**config.mk**
```make
export PLATFORM = sky130hd
export DESIGN_NAME = idt_decoder
export DESIGN_NICKNAME = d
export VERILOG_FILES = /design/src/hw/idt_pkg.sv /design/src/hw/idt_decoder.sv
export SDC_FILE = /design/constraint.sdc
export NUM_CORES = 1
export LEC_CHECK = 0
export ABC_AREA = 0
export BUFFER_PORTS_ARGS = -buffer_cell sky130_fd_sc_hd__buf_2
export CORE_MARGIN = 2
export CORE_UTILIZATION = 40
export CTS_BUF_LIST = sky130_fd_sc_hd__clkbuf_8
export DETAILED_ROUTE_END_ITERATION = 8
export PLACE_DENSITY = 0.66
export SYNTH_ARGS = -nofsm -noshare
export SYNTH_HDL_FRONTEND = slang
export SYNTH_SLANG_ARGS = --single-unit
```
**constraint.sdc**
```tcl
create_clock -name clk -period 1.7 [get_ports clk]
set_clock_uncertainty 0.1 [all_clocks]
set_input_delay 0.255 -clock clk [delete_from_list [all_inputs] [get_ports clk]]
set_output_delay 0.255 -clock clk [all_outputs]
set_load 0.02 [all_outputs]
```
**src/hw/idt_pkg.sv**
```systemverilog
// constants and types for the instruction decode and timing block
// Notes on behaviour
// - accept 14-bit words, no extension words
// - classify into byte, bit, literal/control groups
// - one instruction cycle unless an exception
// - both calls take two cycles
// - all three returns take two cycles
// - jumps, branches, taken skips take two cycles
// - last cycle of flow change is no-op
// - indirect access to program memory adds cycle
// - instruction cycle is four oscillator clocks
// - file ops read, modify, write back result
// - read file register even when only writing
// - file address selects 0x00 to 0x7F
// - bit number picks one of eight bits
// - destination bit 0 to working, 1 to file
// - pointer number selects pointer 0 or 1
// - mode picks pre/post increment/decrement
package idt_pkg;
  localparam int unsigned IW        = 14;
  localparam int unsigned QPHASES   = 4;
  localparam logic [1:0]  Q_READ    = 2'h1;
  localparam logic [1:0]  Q_WRITE   = 2'h3;
  localparam int unsigned OP_HI     = 13;
  localparam int unsigned OP_LO     = 8;
  localparam int unsigned DEST_BIT  = 7;
  localparam int unsigned BIT_HI    = 9;
  localparam int unsigned BIT_LO    = 7;
  localparam int unsigned PTR_BIT   = 2;
  localparam int unsigned PTR_OFFB  = 6;
  localparam logic [6:0]  IND0_ADDR = 7'h00;
  localparam logic [6:0]  IND1_ADDR = 7'h01;
  localparam logic [1:0]  GRP_BYTE  = 2'h0;
  localparam logic [1:0]  GRP_BIT   = 2'h1;
  localparam logic [1:0]  GRP_LIT   = 2'h2;
  localparam logic [1:0]  GRP_CTL   = 2'h3;
  localparam logic [7:0]  RST_DATA  = 8'h00;

  typedef enum logic [2:0] {
    IDT_EXEC  = 3'b001,
    IDT_NOP   = 3'b010,
    IDT_EXTRA = 3'b100
  } idt_state_t;
endpackage : idt_pkg

```
**src/hw/idt_decoder.sv**
```systemverilog
// instruction decode, cycle timing and read-modify-write sequencing
`timescale 1ns/1ps
`default_nettype none
module idt_decoder
  import idt_pkg::*;
(
  input  wire logic          clk,
  input  wire logic          nrst,
  input  wire logic [IW-1:0] instr,
  input  wire logic [7:0]    file_rdata,
  input  wire logic          skip_cond,
  input  wire logic          ptr0_prog,
  input  wire logic          ptr1_prog,
  output logic               fetch_req,
  output logic               file_rd,
  output logic               file_wr,
  output logic [6:0]         file_addr,
  output logic [7:0]         file_wdata,
  output logic               w_wr,
  output logic [1:0]         group,
  output logic [2:0]         bit_num,
  output logic [10:0]        literal,
  output logic               ptr_sel,
  output logic [1:0]         ptr_mode,
  output logic               nop_cycle
);
  logic rst_s1_r;
  logic rst_n_r;
  always_ff @(posedge clk or negedge nrst)
    if (!nrst)
    begin
      rst_s1_r <= 1'b0;
      rst_n_r  <= 1'b0;
    end
    else
    begin
      rst_s1_r <= 1'b1;
      rst_n_r  <= rst_s1_r;
    end

  logic [IW-1:0] ir_r;
  logic [1:0]    q_r;
  idt_state_t    st_r, st_nxt;

  wire [1:0] top2   = ir_r[13:12];
  wire [5:0] opc    = ir_r[OP_HI:OP_LO];
  // shifts and carry/borrow arithmetic live in the top opcode quarter
  wire       is_byte3 = (top2 == 2'h3) &&
                        (opc == 6'h35 || opc == 6'h36 || opc == 6'h37 ||
                         opc == 6'h3B || opc == 6'h3D);
  wire       is_byte= ((top2 == 2'h0) && (opc[3:0] != 4'h0 || ir_r[7])) ||
                      is_byte3;
  wire       is_bit = (top2 == 2'h1);
  wire       dest   = ir_r[DEST_BIT];
  wire [6:0] faddr  = ir_r[6:0];
  wire [2:0] bnum   = ir_r[BIT_HI:BIT_LO];
  wire is_call   = (top2 == 2'h2) && !ir_r[11];
  wire is_absolute_jump   = (top2 == 2'h2) &&  ir_r[11];
  wire is_bra    = (ir_r[13:9] == 5'h19);
  wire is_plp    = (ir_r[13:7] == 7'h63);
  wire is_bsel   = (ir_r[13:5] == 9'h001);
  wire [10:0] lit = (is_call || is_absolute_jump) ? ir_r[10:0] :
                    is_bra  ? {2'h0, ir_r[8:0]} :
                    is_plp  ? {4'h0, ir_r[6:0]} :
                    is_bsel ? {6'h00, ir_r[4:0]} : {3'h0, ir_r[7:0]};
  wire is_call_by_working_register  = (ir_r == 14'h000A);
  wire is_brw    = (ir_r == 14'h000B);
  wire is_ret    = (ir_r == 14'h0008) || (ir_r == 14'h0009) ||
                   (ir_r[13:8] == 6'h34);
  // branch and literal return count as control, bank select as literal
  wire [1:0] grp = is_byte ? GRP_BYTE : is_bit ? GRP_BIT :
                   (((top2 == 2'h3) && !is_bra && !is_ret) || is_bsel) ?
                   GRP_LIT : GRP_CTL;
  wire is_skip   = (is_byte && (opc == 6'h0B || opc == 6'h0F)) ||
                   (is_bit && ir_r[11]);
  wire flow      = is_call || is_absolute_jump || is_bra || is_call_by_working_register || is_brw ||
                   is_ret || (is_skip && skip_cond);
  // indirect location pointing at program memory
  wire ind_hit   = (is_byte || is_bit) &&
                   ((faddr == IND0_ADDR && ptr0_prog) ||
                    (faddr == IND1_ADDR && ptr1_prog));
  // file ops write back unless destination is working or the op is a bit test
  wire wr_file   = (is_byte && dest) || (is_bit && !ir_r[11]);
  wire end_q     = (q_r == 2'(QPHASES - 1));
  // fetch only when the next word will really load, so none is lost
  wire load_next = (st_r == IDT_NOP) ||
                   (!flow && !(st_r == IDT_EXEC && ind_hit));

  always_comb
  begin
    st_nxt = st_r;
    if (end_q)
      case (st_r)
        IDT_EXEC:  st_nxt = ind_hit ? IDT_EXTRA : flow ? IDT_NOP : IDT_EXEC;
        IDT_EXTRA: st_nxt = flow ? IDT_NOP : IDT_EXEC;
        IDT_NOP:   st_nxt = IDT_EXEC;
        default:   st_nxt = IDT_EXEC;
      endcase
  end

  wire exec_ph = (st_r == IDT_EXEC);
  // read always issued for file operands
  // the extra cycle reads again so the write-back uses settled data
  wire rd_nxt  = (exec_ph || st_r == IDT_EXTRA) && (is_byte || is_bit) &&
                 (q_r == Q_READ);
  wire last_x  = (st_nxt != IDT_EXTRA);
  wire wr_nxt  = (st_r != IDT_NOP) && wr_file && (q_r == Q_WRITE);
  wire [7:0] bmask = 8'h01 << bnum;
  wire [7:0] mod = is_bit ? (ir_r[10] ? (file_rdata | bmask)
                                      : (file_rdata & ~bmask))
                          : file_rdata;

  always_ff @(posedge clk or negedge rst_n_r)
    if (!rst_n_r)
    begin
      q_r        <= 2'h0;
      st_r       <= IDT_EXEC;
      ir_r       <= '0;
      fetch_req  <= 1'b0;
      file_rd    <= 1'b0;
      file_wr    <= 1'b0;
      file_addr  <= 7'h00;
      file_wdata <= RST_DATA;
      w_wr       <= 1'b0;
      group      <= GRP_BYTE;
      bit_num    <= 3'h0;
      literal    <= 11'h000;
      ptr_sel    <= 1'b0;
      ptr_mode   <= 2'h0;
      nop_cycle  <= 1'b0;
    end
    else
    begin
      q_r        <= q_r + 2'h1;
      st_r       <= st_nxt;
      if (end_q && st_nxt == IDT_EXEC)
        ir_r <= instr;
      fetch_req  <= (q_r == 2'h2) && load_next;
      file_rd    <= rd_nxt;
      file_wr    <= wr_nxt && last_x;
      w_wr       <= (st_r != IDT_NOP) && is_byte && !dest &&
                    (q_r == Q_WRITE) && last_x;
      file_addr  <= faddr;
      file_wdata <= mod;
      group      <= grp;
      bit_num    <= bnum;
      literal    <= lit;
      ptr_sel    <= ir_r[PTR_BIT] | ir_r[PTR_OFFB];
      ptr_mode   <= ir_r[1:0];
      nop_cycle  <= (st_nxt == IDT_NOP);
    end

  property p_phase_wrap;
    @(posedge clk) disable iff (!rst_n_r)
      (q_r == 2'h3) |=> (q_r == 2'h0);
  endproperty
  a_phase_wrap: assert property (p_phase_wrap)
    else $error("phase counter did not wrap");

  property p_flow_nop;
    @(posedge clk) disable iff (!rst_n_r)
      (end_q && st_r == IDT_EXEC && flow && !ind_hit) |=> nop_cycle;
  endproperty
  a_flow_nop: assert property (p_flow_nop)
    else $error("flow change without no-op cycle");

  property p_nop_one;
    @(posedge clk) disable iff (!rst_n_r)
      (end_q && st_r == IDT_NOP) |=> (st_r == IDT_EXEC);
  endproperty
  a_nop_one: assert property (p_nop_one)
    else $error("no-op cycle longer than one");

  property p_single;
    @(posedge clk) disable iff (!rst_n_r)
      (end_q && st_r == IDT_EXEC && !flow && !ind_hit) |=>
        (st_r == IDT_EXEC);
  endproperty
  a_single: assert property (p_single)
    else $error("plain instruction took extra cycle");

  property p_extra;
    @(posedge clk) disable iff (!rst_n_r)
      (end_q && st_r == IDT_EXEC && ind_hit) |=> (st_r == IDT_EXTRA);
  endproperty
  a_extra: assert property (p_extra)
    else $error("indirect program access missed extra cycle");

  property p_read_first;
    @(posedge clk) disable iff (!rst_n_r)
      $rose(file_wr) |-> $past(file_rd, 2);
  endproperty
  a_read_first: assert property (p_read_first)
    else $error("file write without earlier read");

  property p_dest_excl;
    @(posedge clk) disable iff (!rst_n_r)
      !(file_wr && w_wr);
  endproperty
  a_dest_excl: assert property (p_dest_excl)
    else $error("result written to both destinations");

  property p_addr_range;
    @(posedge clk) disable iff (!rst_n_r)
      file_rd |-> (file_addr == $past(ir_r[6:0]));
  endproperty
  a_addr_range: assert property (p_addr_range)
    else $error("file address not from low seven bits");

  property p_fetch_pulse;
    @(posedge clk) disable iff (!rst_n_r)
      fetch_req |=> !fetch_req;
  endproperty
  a_fetch_pulse: assert property (p_fetch_pulse)
    else $error("fetch request longer than one clock");

  property p_fetch_phase;
    @(posedge clk) disable iff (!rst_n_r)
      fetch_req |-> ($past(q_r) == 2'h2);
  endproperty
  a_fetch_phase: assert property (p_fetch_phase)
    else $error("fetch request outside its phase");

  property p_w_dest;
    @(posedge clk) disable iff (!rst_n_r)
      w_wr |-> $past(is_byte && !dest);
  endproperty
  a_w_dest: assert property (p_w_dest)
    else $error("working write without destination zero");

  property p_wr_src;
    @(posedge clk) disable iff (!rst_n_r)
      file_wr |-> $past(wr_file);
  endproperty
  a_wr_src: assert property (p_wr_src)
    else $error("file write from an operation without file result");

  property p_bit_mod;
    @(posedge clk) disable iff (!rst_n_r)
      (file_wr && group == GRP_BIT) |->
        (file_wdata[bit_num] == $past(ir_r[10]));
  endproperty
  a_bit_mod: assert property (p_bit_mod)
    else $error("bit operation wrote wrong bit value");

  property p_nop_quiet;
    @(posedge clk) disable iff (!rst_n_r)
      (st_r == IDT_NOP && q_r != 2'h0) |-> (!file_rd && !file_wr && !w_wr);
  endproperty
  a_nop_quiet: assert property (p_nop_quiet)
    else $error("file or working access during no-op cycle");

  property p_extra_one;
    @(posedge clk) disable iff (!rst_n_r)
      (end_q && st_r == IDT_EXTRA) |=> (st_r != IDT_EXTRA);
  endproperty
  a_extra_one: assert property (p_extra_one)
    else $error("more than one extra cycle");
endmodule : idt_decoder
`default_nettype wire

```
==> impl_metrics.toml, run 1 <==
[layout]
stdcell_area_um2 = 3340
drive_gt1_frac = 0.591
area_growth_pct = 40.3
final_nets = 327
num_antenna_cells = 0
fillers = 503

[logic_synthesis]
synth_area_per_cell_um2 = 12.4
synth_edf_count = 0
syn_area_um2 = 2380
yosysUniqueCellTypes = 49
yosysWarnings = 0
syn-num-nets = 221
synth-seq-area-share = 0.558
async_reset_ff_frac = 1.00
ys_seq_elements = 53
synth_ff_type = "dfrtp_1"
synthCells = 191

[worst_setup_path]
cp-start-kind = "flop"
reg2reg_slack_ps = -710
critical_path_required_ps = 1790
crit_fanout = 8
reg2reg_to = "ir_r[3]"
worstRegToRegCells = 6
cp_data_arrival_time_ps = 2510
timing.rr.start = "ir_r[10]"
critPathKind = "flop to flop"
end_kind = "flop"

[routing]
post-route-drc-count = 0
totalWireLength_mm = 5.31
drtIter0Drc = 69
vias_per_cell = 4.83
dr.pass1.iters = 4
num_vias = 1803
ant_nets = 0
wire_per_inst_um = 14.2

[power]
pwr_density_cell_nw_per_um2 = 1750
power_frac_seq = 0.344
max-vdd-ir-drop_uv = 793
p_sw_mw = 2.32
internal_power_mw = 3.50
p_leak_nw = 1.64
p_clk_frac = 0.122
sw_frac_of_total = 0.398
combPwrFrac = 0.534

[clock_tree]
cts_tree = "done"
numCtsBuffers = 5
ctsRootBufferMaster = "clkbuf_8"
cts.path.max_buffers = 2
cts_max_level = 2
insertion_delay_ps = 300
clk_pin_slew_ps = 90
cts_sinks = 53

[global_routing]
grt-ovfl-total = 0
antenna_found_initial = 0
grt_max_degree = 21
grt_pass1_wl_mm = 8.27
grt_usage = 0.167
grt_pass1_vias = 1732

[floorplanning]
core-area_um2 = 5820
die_y_um = 81.1
num_rows = 28
io_pins = 66
fp.dieW_um = 81.1
start_util = 0.409
dieArea_um2 = 6580

[status]
failed_checks = "negative setup slack"
status = "finished, violations left"

[sta]
finalSetupViolCount = 30
fmax_mhz = 414
final_max_slew_viol_count = 0
hold_viol = 0
rsz0062_at_grt = "true"
fin_crit_sh = 1.42
setup_tns_ps = -13410
min_period_ps = 2410
setup_slack_ps = -714

[worst_hold_path]
hold_path.class = "primary input to flop"
min-delay-start = "file_rdata[7]"
holdPathStages = 2
holdPathEnd = "file_wdata[7]"

[place]
place_area_um2 = 3060
portBuffers = 65
dpl.hpwl_mm = 3.82
post-place-ws_ps = -689
place_congestion = 0.857

[run]
max_cap_viol_count = 0
## state kept, by name (all words and copies together), names as in the netlist
name	flops
rst_s1_r	1
st_r	3
ptr_sel	1
file_rd	1
file_addr	7
q_r	2
bit_num	3
nop_cycle	1
file_wr	1
literal	6
w_wr	1
fetch_req	1
file_wdata	8
group	2
rst_n_r	1
ir_r	14
## per-layer routing
metal / track usage / wire length [µm]
met3: 0.0422 / 265
met1: 0.214 / 2370
met2: 0.269 / 2600
met4: 0.0678 / 78
met5: 0 / 0
## worst max-delay path, stage by stage (launching register included)
cell and delay (ps):
dfrtp_1 440, or3_4 420, or4_4 460, a41oi_4 270, o311ai_4 140, buf_6 180
mux2_4 300
## cell usage after synthesis, types with 3 or more instances
cell type,number,area [µm²]
nand3_1,5,25.0
dfrtp_1,52,1300
mux2_2,12,135
a21oi_1,5,25.0
buf_4,7,52.6
nand2_1,9,33.8
a31oi_1,3,18.8
clkbuf_1,9,33.8
nor2b_1,5,31.3
nor2_1,9,33.8
nand2b_1,3,18.8
inv_1,7,26.3
nor3_1,6,30.0
ha_1,3,37.5
nor3b_1,3,22.5
o21ai_0,4,20.0
mux2_4,10,150
## final cells by class
class | count | area, µm² | share of cell area
Clock inverter | 2 | 7.51 | 0.00225
Clock buffer | 6 | 82.6 | 0.0248
Sequential cell | 53 | 1330 | 0.398
Multi-Input combinational cell | 112 | 1040 | 0.312
Inverter | 7 | 26.3 | 0.00788
Tap cell | 75 | 93.8 | 0.0281
Timing Repair Buffer | 118 | 757 | 0.227
## cell usage in the layout, fill, tap and decap left out, types with 2 or more instances in the layout
| cell | instances |
|---|---|
| nor2b_1 | 4 |
| nand2_1 | 7 |
| nor3_2 | 3 |
| buf_2 | 65 |
| o21ai_0 | 2 |
| nor3b_1 | 2 |
| ha_1 | 3 |
| and2_1 | 2 |
| nand2b_1 | 3 |
| a211oi_1 | 2 |
| buf_4 | 46 |
| nand3_1 | 4 |
| nor2_1 | 9 |
| inv_1 | 9 |
| a31oi_1 | 2 |
| buf_6 | 5 |
| dfrtp_1 | 51 |
| and2b_1 | 2 |
| mux2_4 | 14 |
| mux2_2 | 8 |
| a21oi_1 | 4 |
| nand2_2 | 2 |
| or2_2 | 2 |
| clkbuf_8 | 6 |
| nand3b_1 | 2 |
| nor3_1 | 2 |
## kinds of logic after synthesis
group / Yosys count / synth area share
multiplexers: 23 / 0.124
AO/OA/AOI/OAI: 26 / 0.0879
flip-flops: 53 / 0.558
other: 1 / 0.00158
buffers and inverters: 26 / 0.0626
AND/OR/NAND/NOR: 59 / 0.149
adder cells (fa/ha/maj): 3 / 0.0158
## power by group through the flow
stage               clock network, mW  logic, mW  registers (mW)
global route                    0.786       3.35            2.07
detailed placement                  0       2.81            2.03
floorplan                           0       1.40            2.38
global placement                    0       2.78            2.02
CTS                             0.729       2.98            2.00
finish                          0.711       3.11            2.00
## stage by stage
stage,util,power (mW),cells,hold WS (ps)
floorplan,-,3.79,191,-141
global placement,0.526,4.80,358,-61.3
detailed placement,0.526,4.84,358,-57.8
CTS,0.563,5.71,372,67.1
global route,0.574,6.21,373,67.9
finish,0.574,5.82,373,72.3
## repair_timing
item	in CTS	in global routing
pin swaps	3	11
hold buffers	1	0
buffers inserted	5	3
endpoints found under the hold margin	2	0
gates resized for setup	19	14
endpoints found under the setup margin	31	32
## how the worst max path moves through the flow
| stage | start | end | cells after the start |
|---|---|---|---|
| 2_1_floorplan | ir_r[8] | ir_r[10] | 8 |
| 3_3_place_gp | ir_r[11] | ir_r[13] | 7 |
| 3_5_place_dp | ir_r[11] | ir_r[2] | 7 |
| 4_1_cts | ir_r[11] | ir_r[0] | 7 |
| 5_1_grt | ir_r[8] | ir_r[2] | 7 |
| 6_report | ir_r[10] | ir_r[3] | 6 |
Note: power is estimated with default switching activity, not from simulation.
==> run 2: changes to the inputs <==
--- a/config.mk
+++ b/config.mk
@@ -6,12 +6,12 @@
 export NUM_CORES = 1
 export LEC_CHECK = 0
 export ABC_AREA = 0
-export BUFFER_PORTS_ARGS = -buffer_cell sky130_fd_sc_hd__buf_2
+export CAP_MARGIN = 20
 export CORE_MARGIN = 2
 export CORE_UTILIZATION = 40
 export CTS_BUF_LIST = sky130_fd_sc_hd__clkbuf_8
 export DETAILED_ROUTE_END_ITERATION = 8
-export PLACE_DENSITY = 0.66
+export DONT_BUFFER_PORTS = 1
 export SYNTH_ARGS = -nofsm -noshare
 export SYNTH_HDL_FRONTEND = slang
 export SYNTH_SLANG_ARGS = --single-unit
==> impl_metrics.toml, run 2 (synthesized netlist as in run 1, its figures left out) <==
[sta]
hold_viol = 0
rsz0062_at_grt = "true"
min_period_ps = 2350
final_max_slew_viol_count = 0
finalSetupViolCount = 27
fmax_mhz = 426
setup_tns_ps = -13090
setup_slack_ps = -650
tightest_slew_ps = 528
slew_headroom = 0.648
hold_ws_ps = 56.9
fin_crit_sh = 1.38

[clock_tree]
ctsRootBufferMaster = "clkbuf_8"
clk_pin_slew_ps = 100
numCtsBuffers = 5
insertion_delay_ps = 310
cts.path.max_buffers = 2
cts_sinks = 53
cts_tree = "done"
cts_max_level = 2

[routing]
dr.pass1.iters = 4
vias_per_cell = 4.98
num_vias = 1712
totalWireLength_mm = 5.31
post-route-drc-count = 0
wire_per_inst_um = 15.4
ant_nets = 0
drtIter0Drc = 60

[worst_setup_path]
worstPathCellList = "or3_4, nor4_4, a311o_2, a41oi_4, o311ai_4, buf_4, mux2_2"
reg2reg_to = "ir_r[0]"
critical_path_required_ps = 1810
endpoint = "ir_r[0]"
crit_start = "ir_r[11]"
cp_slowest_cell = "or3_4"
critPathKind = "flop to flop"
slowest_delay_ps = 430
cp_num_buf_inv = 1
crit_fanout = 5
cp_data_arrival_time_ps = 2460
cp-start-kind = "flop"
cp_top_family = "compound AO/OA/AOI/OAI gates"
timing.rr.start = "ir_r[11]"
worstRegToRegCells = 7
reg2reg_slack_ps = -650
worstSetupPathDepth = 7
end_kind = "flop"

[place]
place_congestion = 0.785
dpl.hpwl_mm = 3.62
portBuffers = 0
post-place-ws_ps = -698

[power]
max-vdd-ir-drop_uv = 630
sw_frac_of_total = 0.395
combPwrFrac = 0.458
p_leak_nw = 1.55
p_clk_frac = 0.123
internal_power_mw = 3.66
pwr_density_cell_nw_per_um2 = 1770
p_sw_mw = 2.39
power_frac_seq = 0.419

[floorplanning]
dieArea_um2 = 6580
fp.dieW_um = 81.1
die_y_um = 81.1
core-area_um2 = 5820
start_util = 0.409
num_rows = 28
io_pins = 66

[layout]
final_common_cell = "buf_4"
top_regs = "ir_r x14, file_wdata x8, file_addr x7"
final_cell_mix = "buf_4, dfrtp_1, dlygate4sd3_1, mux2_4, buf_6"
num_antenna_cells = 0
drive_gt1_frac = 0.483
largest-register = "ir_r"
largest_reg_flops = 14
area_growth_pct = 43.4
final_nets = 298
fillers = 488

[global_routing]
grt_pass1_wl_mm = 8.59
grt-ovfl-total = 0
grt_pass1_vias = 1750
grt_max_degree = 35
antenna_found_initial = 0
grt_usage = 0.171

[status]
status = "finished, violations left"
failed_checks = "negative setup slack"

[worst_hold_path]
hold_path.class = "primary input to asynchronous set/reset pin"

[run]
max_cap_viol_count = 0
run 2: cell count changes in the layout (fill, tap and decap cells not counted), moves of 6 or more:
cell           before  now
buf_6               5   11
buf_4              46   53
buf_2              65    0
dlygate4sd3_1       1   23
run 2: what timing repair did:
action / 4_1_cts / 5_1_grt
endpoints found under the hold margin: 24 / 0
pin swaps: 3 / 7
setup buffers: 11 / 9
hold buffers: 23 / 0
gates resized for setup: 23 / 26
endpoints found under the setup margin: 30 / 32
cloned: 0 / 0
run 2: through the flow:
stage                     std cells  instance area [µm²]  power, mW  utilization
after CTS                       335                 3250       5.75        0.558
after detailed placement        293                 2730       4.57        0.470
final                           344                 3410       6.05        0.586
after global routing            344                 3410       6.45        0.586
after global placement          293                 2730       4.53        0.470
after floorplan                 191                 2410       3.79            -
run 2: how the worst min path moves through the flow:
stage          startpoint       end  slack, ps  depth (start not counted)
3_3_place_gp         nrst   rst_n_r       -140                          0
3_5_place_dp         nrst   rst_n_r       -140                          0
5_1_grt              nrst   rst_n_r         50                          1
6_report             nrst   rst_n_r         60                          1
4_1_cts              nrst  rst_s1_r         60                          1
2_1_floorplan        nrst   rst_n_r       -140                          0
run 2: power groups by stage:
stage	Combinational, mW	Sequential [mW]	Clock (mW)
finish	2.77	2.53	0.744
global route	3.01	2.62	0.822
CTS	2.44	2.54	0.766
detailed placement	2.01	2.56	0
global placement	1.99	2.54	0
floorplan	1.40	2.38	0
run 2: metal layers:
metal / vias to the layer above / track usage / routed length, µm
met5: - / 0 / 0
met4: 0 / 0.0576 / 81
met3: 8 / 0.0400 / 246
met2: 45 / 0.270 / 2610
met1: 844 / 0.232 / 2370
li1: 815 / - / -
run 2: cell type report:
cell class	instances	area, µm²	area share
Multi-Input combinational cell	112	1080	0.316
Clock buffer	6	82.6	0.0242
Inverter	7	26.3	0.00771
Tap cell	75	93.8	0.0275
Sequential cell	53	1330	0.390
Timing Repair Buffer	89	787	0.231
Clock inverter	2	13.8	0.00404
==> run 3: changes to the inputs <==
--- a/config.mk
+++ b/config.mk
@@ -7,11 +7,14 @@
 export LEC_CHECK = 0
 export ABC_AREA = 0
 export CAP_MARGIN = 20
+export CELL_PAD_IN_SITES_DETAIL_PLACEMENT = 0
+export CELL_PAD_IN_SITES_GLOBAL_PLACEMENT = 1
 export CORE_MARGIN = 2
 export CORE_UTILIZATION = 40
 export CTS_BUF_LIST = sky130_fd_sc_hd__clkbuf_8
 export DETAILED_ROUTE_END_ITERATION = 8
 export DONT_BUFFER_PORTS = 1
+export PLACE_DENSITY_LB_ADDON = 0.1
 export SYNTH_ARGS = -nofsm -noshare
 export SYNTH_HDL_FRONTEND = slang
 export SYNTH_SLANG_ARGS = --single-unit
==> impl_metrics.toml, run 3 (synthesized netlist as in run 1, its figures left out) <==
[clock_tree]
cts_sinks = 53
cts.path.max_buffers = 2
ctsRootBufferMaster = "clkbuf_8"
clk_pin_slew_ps = 100
cts_tree = "done"
insertion_delay_ps = 310
numCtsBuffers = 5
cts_max_level = 2

[power]
pwr_density_cell_nw_per_um2 = 1750
max-vdd-ir-drop_uv = 634
p_leak_nw = 1.52

[layout]
stdcell_area_um2 = 3370
seqCellArea_um2 = 1330
largest-register = "ir_r"
final_cell_mix = "dfrtp_1, buf_4, dlygate4sd3_1, mux2_4, buf_6"
multi_input_area_um2 = 1080
drive_gt1_frac = 0.481
num_antenna_cells = 0
fillers = 526
area_growth_pct = 41.7
stdcell_count = 337
final_nets = 291
final_common_cell = "dfrtp_1"
top_regs = "ir_r x14, file_wdata x8, file_addr x7"
utilization = 0.579
largest_reg_flops = 14

[worst_hold_path]
hold_path.class = "flop to asynchronous set/reset pin"

[sta]
rsz0062_at_grt = "true"
fmax_mhz = 416
fin_crit_sh = 1.41
tightest_slew_ps = 546
setup_slack_ps = -705
finalSetupViolCount = 31
min_period_ps = 2400
hold_viol = 0
slew_headroom = 0.636
hold_ws_ps = 6.73
final_max_slew_viol_count = 0

[floorplanning]
io_pins = 66
num_rows = 28
die_y_um = 81.1
dieArea_um2 = 6580
fp.dieW_um = 81.1
core-area_um2 = 5820
start_util = 0.409

[worst_setup_path]
reg2reg_to = "ir_r[2]"
cp_slowest_cell = "or4b_1"
slowest_delay_ps = 580
critical_path_required_ps = 1800
worstSetupPathDepth = 7
crit_fanout = 14
timing.rr.start = "ir_r[11]"
end_kind = "flop"
cp_data_arrival_time_ps = 2500
cp_top_family = "compound AO/OA/AOI/OAI gates"
critPathKind = "flop to flop"
cp-start-kind = "flop"
worstRegToRegCells = 7
cp_num_buf_inv = 1
reg2reg_slack_ps = -700
worstPathCellList = "or4b_1, a21boi_2, a311o_2, a41oi_4, o311ai_4, buf_12, mux2_2"

[routing]
ant_nets = 0
drtIter0Drc = 60
num_vias = 1716
wire_per_inst_um = 16.2
dr.pass1.iters = 4
post-route-drc-count = 0
vias_per_cell = 5.09
totalWireLength_mm = 5.45

[global_routing]
grt_pass1_vias = 1726
antenna_found_initial = 0
grt_max_degree = 29
grt_usage = 0.177
grt-ovfl-total = 0
grt_pass1_wl_mm = 8.72

[place]
portBuffers = 0
dpl.cell_count = 292
place_area_um2 = 2740
dpl.hpwl_mm = 3.73
place_congestion = 0.848

[status]
failed_checks = "negative setup slack"
status = "finished, violations left"

[run]
max_cap_viol_count = 0
-- run 3: where the power goes --
part           total (mW)  switching (mW)  internal [mW]
Clock               0.689           0.404          0.285
Sequential           2.53           0.800           1.73
Combinational        2.69            1.19           1.50
Total                5.91            2.39           3.51
-- run 3: layout make-up --
type / instances / area share
flip-flops and latches: 53 / 0.395
multi-input cells: 112 / 0.322
repair buffers: 82 / 0.222
well taps: 75 / 0.0279
clock buffers: 5 / 0.0204
inverters: 7 / 0.00780
clock inverters: 3 / 0.00520
-- run 3: per-stage QoR --
| stage | setup TNS, ps | total power, mW | setup WS, ps |
|---|---|---|---|
| after global routing | -15280 | 6.30 | -754 |
| after floorplan | -11500 | 3.79 | -698 |
| after detailed placement | -13490 | 4.59 | -720 |
| after global placement | -12040 | 4.53 | -636 |
| after CTS | -11980 | 5.70 | -685 |
| final | -13140 | 5.91 | -705 |
-- run 3: repair_timing --
action,in CTS,in global routing
hold endpoints to repair,21,3
cloned,0,0
setup buffers,8,8
endpoints found under the setup margin,32,32
pin swaps,8,12
resized for setup,30,22
hold buffers,20,3
-- run 3: metal layers --
metal	wire length [µm]	share of wire	vias to the layer above	track usage
met5	0	0	-	0
met4	63	0.012	0	0.0508
met3	243	0.045	5	0.0433
met2	2770	0.51	47	0.298
met1	2380	0.44	866	0.227
li1	-	-	798	-
-- run 3: how the worst max path moves through the flow --
| stage | from | endpoint | slack (ps) |
|---|---|---|---|
| finish | ir_r[11] | ir_r[2] | -700 |
| global route | ir_r[11] | ir_r[0] | -750 |
| detailed placement | ir_r[9] | ir_r[1] | -720 |
| global placement | ir_r[9] | ir_r[2] | -640 |
| CTS | ir_r[11] | ir_r[2] | -690 |
| floorplan | ir_r[8] | ir_r[10] | -700 |
